File: config.mk
export PLATFORM = sky130hd
export DESIGN_NAME = gvch_top
export DESIGN_NICKNAME = d
export VERILOG_FILES = /design/src/pkg/gvch_pkg.sv /design/src/design/gvch_top.sv
export SDC_FILE = /design/constraint.sdc
export NUM_CORES = 1
export LEC_CHECK = 0
export ABC_AREA = 1
export BUFFER_PORTS_ARGS = -buffer_cell sky130_fd_sc_hd__buf_2
export CAP_MARGIN = 10
export CORE_MARGIN = 8
export CORE_UTILIZATION = 55
export DETAILED_ROUTE_END_ITERATION = 6
export GPL_ROUTABILITY_DRIVEN = 0
export PLACE_DENSITY_LB_ADDON = 0.2
export RECOVER_POWER = 50
export REMOVE_ABC_BUFFERS = 1
export SLEW_MARGIN = 10
export SYNTH_ARGS = -nofsm -noshare
export SYNTH_HDL_FRONTEND = slang
export SYNTH_SLANG_ARGS = --single-unit
export TNS_END_PERCENT = 50
File: constraint.sdc
create_clock -name CLK_SYS -period 9.25 [get_ports CLK_SYS]
set_input_delay 1.3875 -clock CLK_SYS [delete_from_list [all_inputs] [get_ports CLK_SYS]]
set_output_delay 1.3875 -clock CLK_SYS [all_outputs]
set_load 0.005 [all_outputs]
File: src/pkg/gvch_pkg.sv
// Constants and types for the pin and voltage command handler.
// Assumes a framing layer that delivers whole decoded commands.
package gvch_pkg;

    // ----------------------------------------------------------------
    // Sizes
    // ----------------------------------------------------------------
    localparam int NUM_PINS = 8;
    localparam int PIN_IDX_W = 3;

    // ----------------------------------------------------------------
    // Opcodes and codes
    // ----------------------------------------------------------------
    localparam logic [7:0] OP_READ_PIN = 8'h09;
    localparam logic [7:0] OP_PIN_IRQ = 8'h0A;
    localparam logic [7:0] OP_MEASURE = 8'h0B;
    localparam logic [1:0] LEN_READ_PIN = 2'h1;
    localparam logic [1:0] LEN_TWO = 2'h2;

    localparam logic [7:0] EDGE_FALL = 8'h00;
    localparam logic [7:0] EDGE_RISE = 8'h01;
    localparam logic [7:0] EDGE_ANY = 8'h02;
    localparam logic [7:0] EDGE_OFF = 8'h03;

    localparam logic [7:0] SRC_ADC_PIN = 8'h00;
    localparam logic [7:0] SRC_SUPPLY = 8'h01;

    localparam logic [7:0] FMT_INT_MV = 8'h00;
    localparam logic [7:0] FMT_FLT_MV = 8'h01;
    localparam logic [7:0] FMT_FLT_V = 8'h02;

    localparam logic [7:0] LEVEL_LOW = 8'h00;
    localparam logic [7:0] LEVEL_HIGH = 8'h01;

    localparam logic [2:0] RSP_LEN_NONE = 3'h0;
    localparam logic [2:0] RSP_LEN_BYTE = 3'h1;
    localparam logic [2:0] RSP_LEN_WORD = 3'h4;

    // ----------------------------------------------------------------
    // Pin modes and reset values
    // ----------------------------------------------------------------
    localparam logic [1:0] MODE_HIZ = 2'h0;
    localparam logic [1:0] MODE_INPUT = 2'h1;
    localparam logic [1:0] MODE_LOW = 2'h2;
    localparam logic [1:0] MODE_HIGH = 2'h3;
    localparam logic [1:0] RST_PIN_MODE = MODE_HIZ;
    localparam logic [1:0] RST_EDGE_CFG = 2'h3;

    // ----------------------------------------------------------------
    // Register map (byte addresses)
    // ----------------------------------------------------------------
    localparam logic [7:0] REG_STATUS = 8'h00;
    localparam logic [7:0] REG_MASK = 8'h04;
    localparam logic [7:0] REG_PIN_MODE = 8'h08;
    localparam logic [7:0] REG_PIN_LEVEL = 8'h0C;
    localparam logic [7:0] REG_EDGE_CFG = 8'h10;
    localparam int STAT_W = 9;
    localparam int STAT_NACK_BIT = 8;
    localparam logic [8:0] RST_MASK = 9'h000;

    // ----------------------------------------------------------------
    // Float scaling: 0.001 = 1.024 * 2^-10
    // ----------------------------------------------------------------
    localparam logic [23:0] MILLI_MANT = 24'h83126E;
    localparam logic [7:0] MILLI_EXP = 8'h0A;
    localparam logic [7:0] FLT_BIAS = 8'h7F;

    typedef enum logic [1:0] {GVCH_IDLE, GVCH_MEAS} gvch_state_t;

endpackage : gvch_pkg

File: src/design/gvch_top.sv
// Pin read, pin interrupt and voltage measurement command handler.
// Takes whole decoded commands, reads the pins (never drives them), drives an external converter,
// and returns one reply per command.
`timescale 1ns/1ns
`default_nettype none

module gvch_top
    import gvch_pkg::*;
(
    input wire logic CLK_SYS,
    input wire logic RST,
    // Command in
    input wire logic CMD_VALID,
    output logic CMD_READY,
    input wire logic [7:0] CMD_OPCODE,
    input wire logic [1:0] CMD_LEN,
    input wire logic [7:0] CMD_ARG0,
    input wire logic [7:0] CMD_ARG1,
    // Reply out
    output logic RSP_VALID,
    output logic RSP_ACK,
    output logic [2:0] RSP_LEN,
    output logic [31:0] RSP_DATA,
    // Pins
    input wire logic [NUM_PINS-1:0] GPIO_IN,
    output logic [NUM_PINS-1:0] GPIO_OUT,
    output logic [NUM_PINS-1:0] GPIO_OE,
    // Converter
    output logic ADC_REQ,
    output logic [7:0] ADC_SRC,
    input wire logic ADC_DONE,
    input wire logic [31:0] ADC_MV,
    // Register port
    input wire logic [7:0] REG_ADDR,
    input wire logic [31:0] REG_WDATA,
    input wire logic REG_WR,
    input wire logic REG_RD,
    output logic [31:0] REG_RDATA,
    output logic IRQ
);

    // ----------------------------------------------------------------
    // Helpers
    // ----------------------------------------------------------------
    function automatic logic [31:0] gvch_to_float(input logic [31:0] v);
        logic [4:0] msb;
        logic [31:0] norm;
        logic [7:0] expo;
        msb = 5'h00;
        for (int i = 0; i < 32; i++)
        begin
            if (v[i])
            begin
                msb = 5'(i);
            end
        end
        norm = v << (5'h1F - msb);
        expo = FLT_BIAS + {3'h0, msb};
        if (v == 32'h0)
        begin
            return 32'h0;
        end
        return {1'b0, expo, norm[30:8]};
    endfunction : gvch_to_float

    // Multiply a positive float by 0.001, truncating
    function automatic logic [31:0] gvch_milli(input logic [31:0] f);
        logic [47:0] prod;
        logic [7:0] expo;
        prod = {1'b1, f[22:0]} * MILLI_MANT;
        expo = f[30:23] - MILLI_EXP;
        if (f == 32'h0)
        begin
            return 32'h0;
        end
        if (prod[47])
        begin
            return {1'b0, expo + 8'h01, prod[46:24]};
        end
        return {1'b0, expo, prod[45:23]};
    endfunction : gvch_milli

    function automatic logic fmt_ok(input logic [7:0] c);
        return (c == FMT_INT_MV) || (c == FMT_FLT_MV) || (c == FMT_FLT_V);
    endfunction : fmt_ok

    // ----------------------------------------------------------------
    // Command decode
    // ----------------------------------------------------------------
    gvch_state_t state;
    logic [7:0] meas_fmt;
    logic [1:0] pin_mode [NUM_PINS];
    logic [1:0] edge_cfg [NUM_PINS];
    logic [NUM_PINS-1:0] pin_prev;
    logic [STAT_W-1:0] status;
    logic [STAT_W-1:0] mask;
    logic [PIN_IDX_W-1:0] idx;
    logic idx_ok;
    logic take;
    logic do_read;
    logic do_irq;
    logic do_meas;
    logic bad;

    assign CMD_READY = (state == GVCH_IDLE);
    assign take = CMD_VALID && CMD_READY;
    assign idx = CMD_ARG0[PIN_IDX_W-1:0];
    assign idx_ok = ({24'h0, CMD_ARG0} < NUM_PINS);
    assign do_read = take && (CMD_OPCODE == OP_READ_PIN)
        && (CMD_LEN == LEN_READ_PIN) && idx_ok;
    assign do_irq = take && (CMD_OPCODE == OP_PIN_IRQ)
        && (CMD_LEN == LEN_TWO) && idx_ok
        && (CMD_ARG1 <= EDGE_OFF);
    assign do_meas = take && (CMD_OPCODE == OP_MEASURE)
        && (CMD_LEN == LEN_TWO)
        && ((CMD_ARG0 == SRC_ADC_PIN) || (CMD_ARG0 == SRC_SUPPLY))
        && fmt_ok(CMD_ARG1);
    assign bad = take && !do_read && !do_irq && !do_meas;

    // ----------------------------------------------------------------
    // Sequencer and converter request
    // ----------------------------------------------------------------
    always_ff @(posedge CLK_SYS)
    begin
        if (RST)
        begin
            state <= GVCH_IDLE;
            meas_fmt <= FMT_INT_MV;
            ADC_REQ <= 1'b0;
            ADC_SRC <= SRC_ADC_PIN;
        end
        else
        begin
            ADC_REQ <= 1'b0;
            unique case (state)
                GVCH_IDLE:
                begin
                    if (do_meas)
                    begin
                        state <= GVCH_MEAS;
                        meas_fmt <= CMD_ARG1;
                        ADC_REQ <= 1'b1;
                        ADC_SRC <= CMD_ARG0;
                    end
                end
                GVCH_MEAS:
                begin
                    if (ADC_DONE)
                    begin
                        state <= GVCH_IDLE;
                    end
                end
                default:
                begin
                    state <= GVCH_IDLE;
                end
            endcase
        end
    end

    // ----------------------------------------------------------------
    // Reply
    // ----------------------------------------------------------------
    always_ff @(posedge CLK_SYS)
    begin
        if (RST)
        begin
            RSP_VALID <= 1'b0;
            RSP_ACK <= 1'b0;
            RSP_LEN <= RSP_LEN_NONE;
            RSP_DATA <= 32'h0;
        end
        else
        begin
            RSP_VALID <= 1'b0;
            if (bad)
            begin
                RSP_VALID <= 1'b1;
                RSP_ACK <= 1'b0;
                RSP_LEN <= RSP_LEN_NONE;
                RSP_DATA <= 32'h0;
            end
            else if (do_read)
            begin
                RSP_VALID <= 1'b1;
                RSP_ACK <= 1'b1;
                RSP_LEN <= RSP_LEN_BYTE;
                RSP_DATA <= {24'h0, GPIO_IN[idx] ? LEVEL_HIGH
                                                 : LEVEL_LOW};
            end
            else if (do_irq)
            begin
                RSP_VALID <= 1'b1;
                RSP_ACK <= 1'b1;
                RSP_LEN <= RSP_LEN_NONE;
                RSP_DATA <= 32'h0;
            end
            else if ((state == GVCH_MEAS) && ADC_DONE)
            begin
                RSP_VALID <= 1'b1;
                RSP_ACK <= 1'b1;
                RSP_LEN <= RSP_LEN_WORD;
                if (meas_fmt == FMT_FLT_MV)
                begin
                    RSP_DATA <= gvch_to_float(ADC_MV);
                end
                else if (meas_fmt == FMT_FLT_V)
                begin
                    RSP_DATA <= gvch_milli(gvch_to_float(ADC_MV));
                end
                else
                begin
                    RSP_DATA <= ADC_MV;
                end
            end
        end
    end

    // ----------------------------------------------------------------
    // Pin mode, edge setting and pin drivers
    // ----------------------------------------------------------------
    genvar g;
    generate
        for (g = 0; g < NUM_PINS; g++)
        begin : g_pin
            always_ff @(posedge CLK_SYS)
            begin
                if (RST)
                begin
                    pin_mode[g] <= RST_PIN_MODE;
                    edge_cfg[g] <= RST_EDGE_CFG;
                end
                else if (do_irq && (idx == PIN_IDX_W'(g)))
                begin
                    edge_cfg[g] <= CMD_ARG1[1:0];
                    pin_mode[g] <= (CMD_ARG1 == EDGE_OFF)
                        ? MODE_HIZ : MODE_INPUT;
                end
            end
            assign GPIO_OE[g] = (pin_mode[g] == MODE_LOW)
                || (pin_mode[g] == MODE_HIGH);
            assign GPIO_OUT[g] = (pin_mode[g] == MODE_HIGH);
        end
    endgenerate

    // ----------------------------------------------------------------
    // Edge events and interrupt status
    // ----------------------------------------------------------------
    logic [STAT_W-1:0] events;
    logic [STAT_W-1:0] clr;

    always_comb
    begin
        events = '0;
        for (int i = 0; i < NUM_PINS; i++)
        begin
            unique case (edge_cfg[i])
                EDGE_FALL[1:0]: events[i] = pin_prev[i] && !GPIO_IN[i];
                EDGE_RISE[1:0]: events[i] = !pin_prev[i] && GPIO_IN[i];
                EDGE_ANY[1:0]: events[i] = pin_prev[i] != GPIO_IN[i];
                EDGE_OFF[1:0]: events[i] = 1'b0;
            endcase
        end
        events[STAT_NACK_BIT] = bad;
    end

    assign clr = (REG_WR && (REG_ADDR == REG_STATUS))
        ? REG_WDATA[STAT_W-1:0] : '0;

    always_ff @(posedge CLK_SYS)
    begin
        pin_prev <= RST ? '0 : GPIO_IN;
    end

    // Set wins over a same-cycle clear
    always_ff @(posedge CLK_SYS)
    begin
        status <= RST ? '0 : ((status & ~clr) | events);
    end

    always_ff @(posedge CLK_SYS)
    begin
        if (RST)
        begin
            mask <= RST_MASK;
        end
        else if (REG_WR && (REG_ADDR == REG_MASK))
        begin
            mask <= REG_WDATA[STAT_W-1:0];
        end
    end

    assign IRQ = |(status & mask);

    // ----------------------------------------------------------------
    // Register read
    // ----------------------------------------------------------------
    logic [2*NUM_PINS-1:0] mode_flat;
    logic [2*NUM_PINS-1:0] edge_flat;

    always_comb
    begin
        mode_flat = '0;
        edge_flat = '0;
        for (int i = 0; i < NUM_PINS; i++)
        begin
            mode_flat[2*i +: 2] = pin_mode[i];
            edge_flat[2*i +: 2] = edge_cfg[i];
        end
    end

    always_ff @(posedge CLK_SYS)
    begin
        if (RST || !REG_RD)
        begin
            REG_RDATA <= 32'h0;
        end
        else
        begin
            unique case (REG_ADDR)
                REG_STATUS: REG_RDATA <= {23'h0, status};
                REG_MASK: REG_RDATA <= {23'h0, mask};
                REG_PIN_MODE: REG_RDATA <= {16'h0, mode_flat};
                REG_PIN_LEVEL: REG_RDATA <= {24'h0, GPIO_IN};
                REG_EDGE_CFG: REG_RDATA <= {16'h0, edge_flat};
                default: REG_RDATA <= 32'h0;
            endcase
        end
    end

endmodule : gvch_top

`default_nettype wire

==> results list <==
* Status: finished with violations
- Violations in the final reports: setup timing
- Synth warn: 0
- The total overflow left after global routing is 0.
- Post-route clock period utilization: 111%
- The longest clock path from root to sink contains 2 buffers.
- Number of buffers inserted during clock tree synthesis: 17
* Final setup vio count: 31
* WS Path Type: primary input to flip-flop
* Most repeated library cell on the critical path: sky130_fd_sc_hd__nand2_1
- STA classifies the critical path endpoint as a flip-flop.
- Clock-pin slew was measured on the worst setup and hold paths at 0.06 ns.
* Post-synth top area share: between 10% and 20%
- Remaining DRCs: 0
- Via count of the first global-routing pass: 18200
- In the synthesized netlist, the cells that appear most often are sky130_fd_sc_hd__nand2_1, sky130_fd_sc_hd__inv_1, sky130_fd_sc_hd__ha_1.
- Max-slew headroom: approximately a fifth
- Hold Crit Class: flip-flop to flip-flop
- Cells with a size suffix above 1 make up between 20% and 30% of the layout.
- Sort of element at the start of the critical path: primary input
* Floorplan row count: 65
- First-pass GRT wire length: slightly above 90000 um
- The cell count after synthesis came out at about 2400.
- Max-cap violations in this run came to 0.
- The largest total area in the synthesized netlist belongs to sky130_fd_sc_hd__ha_1.
* Diodes inserted: 0
* Total global-route track usage: 30.0%
- Area of the mapped netlist: approximately 17000 um2
* Hold Buf Count CTS: 0
* Starting DRT DRC Count: 1667
* Prevailing post-synth register cell: sky130_fd_sc_hd__dfxtp_1
- Slowest CP cell: sky130_fd_sc_hd__fa_1
- The count of buffers added on input and output ports is 151.
- For this run, the slowest stage of the critical path takes approximately 0.56 ns.
- Router iterations before antenna repair: 5
* Via density per instance: approximately 5.5
- Setup repair after global routing could not meet its margin everywhere.
- For the worst setup path, the data arrival time is around 11 ns.
* Initial Utilization: approximately 55%
* Max Fclk: 97.1 MHz
- The floorplan step set the die width to ~190 um.
* CTS tree: yes
* Clk Latency, worst-skew pair: roughly 0.45 ns
* Overall die area: approximately 37000 um2
- In the post-synthesis netlist, the biggest area contributors are sky130_fd_sc_hd__ha_1, sky130_fd_sc_hd__fa_1, sky130_fd_sc_hd__dfxtp_1, sky130_fd_sc_hd__nand2_1, sky130_fd_sc_hd__inv_1.
- Number of I/O pins: 208
* Area growth from synthesis to final layout: 33.1%
- Count of distinct cell types in the synthesized netlist: between 50 and 60
* Flip-flop and latch count after synthesis: 120
- The final count of hold timing violations came to 0.
- For the final routed database, the setup TNS stands at -28.73 ns.
- Once detail routing completed, the nets flagged for antenna violations numbered 0.
- Dominant cell by count in the synthesized netlist: sky130_fd_sc_hd__nand2_1
- The initial antenna violation count is 0.
- WL per Instance: 18.1 um
- Critical Path RT: about 9.6 ns
- In this run the clock root is driven by a sky130_fd_sc_hd__clkbuf_16.
- After layout, the worst setup slack is -1.05 ns.
* Final net count: 3419
- Entering global routing, the biggest net connects 49 pins.
* Crit path time final: 10.30 ns
- For the pin with the worst max-slew slack, the measured transition is about 1.2 ns.
- Detailed placement finished with a half-perimeter wire length of around 46000 um.
* Core area: between 30000 and 40000 um2
- After synthesis, flip-flops and latches occupy 15.3% of the total area.
- Maximum level of the CTS H-tree: 4
- Measured along the y axis, the die boundary spans a little under 200 um.
- The synthesized design contains 24 enable-type register cells.
- Clock net sink count: 120
- Post-synthesis average cell area: around 7.3 um2
- Vias: roughly 18000
- Across the routed clock network, the largest skew measured is ~0.015 ns.
- In this run the worst path has a maximum fanout of 12.
- Aggregate routed wire length: roughly 60000 um
- The final-report max-slew violation count was 0.
* Proportion of synthesized flip-flops having asynchronous set or reset: 0%
-- layer usage --
layer	share of wire, %	up-vias	wire length (um)	track usage (%)
met5	0	-	0	0
met4	5.7	0	3420	14.1
met3	8.0	225	4770	4.53
met2	47	885	28100	50.9
met1	39	8503	23500	37.1
li1	-	8567	-	-
-- layout by cell type (no fill, tap or decap), drive strengths merged, types with 22 or more instances in the layout --
cell type and instances:
nor3 22, buf 509, edfxtp 24, nor2 138, inv 492, nand2 493, dfxtp 96, conb 33
clkbuf 70, ha 276, nand3 171, o21ai 112, fa 148, a21oi 163
-- state kept, by name (all words and copies together) (netlist names), 2 cells and up --
register   flops
status         9
pin_mode       8
edge_cfg      16
ADC_SRC        8
REG_RDATA     16
mask           9
RSP_DATA      32
meas_fmt       8
pin_prev       8
RSP_LEN        2
-- critical path, delay by kind of cell --
| family | cells | cell delay (ns) |
|---|---|---|
| buffers and inverters | 14 | 1.32 |
| adder cells (fa/ha/maj) | 8 | 3.16 |
| AO/OA/AOI/OAI | 14 | 2.23 |
| AND/OR/NAND/NOR | 36 | 2.48 |
-- path summary, 6_finish.rpt --
path	to	startpoint	cells past startpoint	slack (ns)
worst max register to register	RSP_DATA[29]$_SDFFE_PP0P_	meas_fmt[4]$_SDFFE_PP0P_	12	5.23
worst max-delay path	RSP_DATA[1]$_SDFFE_PP0P_	ADC_MV[2]	72	-1.05
worst min register to register	ADC_SRC[1]$_SDFFE_PP0P_	ADC_SRC[1]$_SDFFE_PP0P_	2	0.45
worst min-delay path	ADC_SRC[1]$_SDFFE_PP0P_	ADC_SRC[1]$_SDFFE_PP0P_	2	0.45
-- area by class of cell --
class	count	area [um2]
Multi-Input combinational cell	1688	13300
Sequential cell	120	2640
Timing Repair Buffer	562	4080
Clock inverter	15	159
Clock buffer	17	425
Tap cell	402	503
Inverter	494	1880
Fill cell	2348	8210
-- kinds of logic (layout without fill, tap and decap cells) --
kind of cell    after synthesis  count (layout)  synth area share [%]
flops                       120             120                  15.3
buf+inv                     586            1088                  13.9
xor+xnor                     22              22                  1.16
compound gates              355             355                  11.7
fa+ha+maj                   424             424                  37.1
simple gates                853             854                  20.8
other cells                   1              33                0.0217
-- what timing repair did --
action / in CTS / in global routing
pin swaps: 6 / 64
resized for setup: 77 / 186
cloned: 1 / 8
endpoints found under the setup margin: 31 / 31
setup buffers: 17 / 27
-- through the flow --
step | instances | utilization (%) | cell area [um2] | setup WS [ns] | hold WS, ns
6_report | 3298 | 73.7 | 23000 | -1.05 | 0.454
3_3_place_gp | 3212 | 67.0 | 20900 | -1.43 | 0.441
5_1_grt | 3298 | 73.7 | 23000 | -1.50 | 0.471
4_1_cts | 3262 | 70.3 | 21900 | -0.625 | 0.452
3_5_place_dp | 3212 | 67.0 | 20900 | -1.58 | 0.443
2_1_floorplan | 2301 | - | 16900 | -1.68 | 0.436
Power is left out: the tool's default activity adds up to more than one toggle a clock period on the data nets, which glitch-free logic cannot reach.
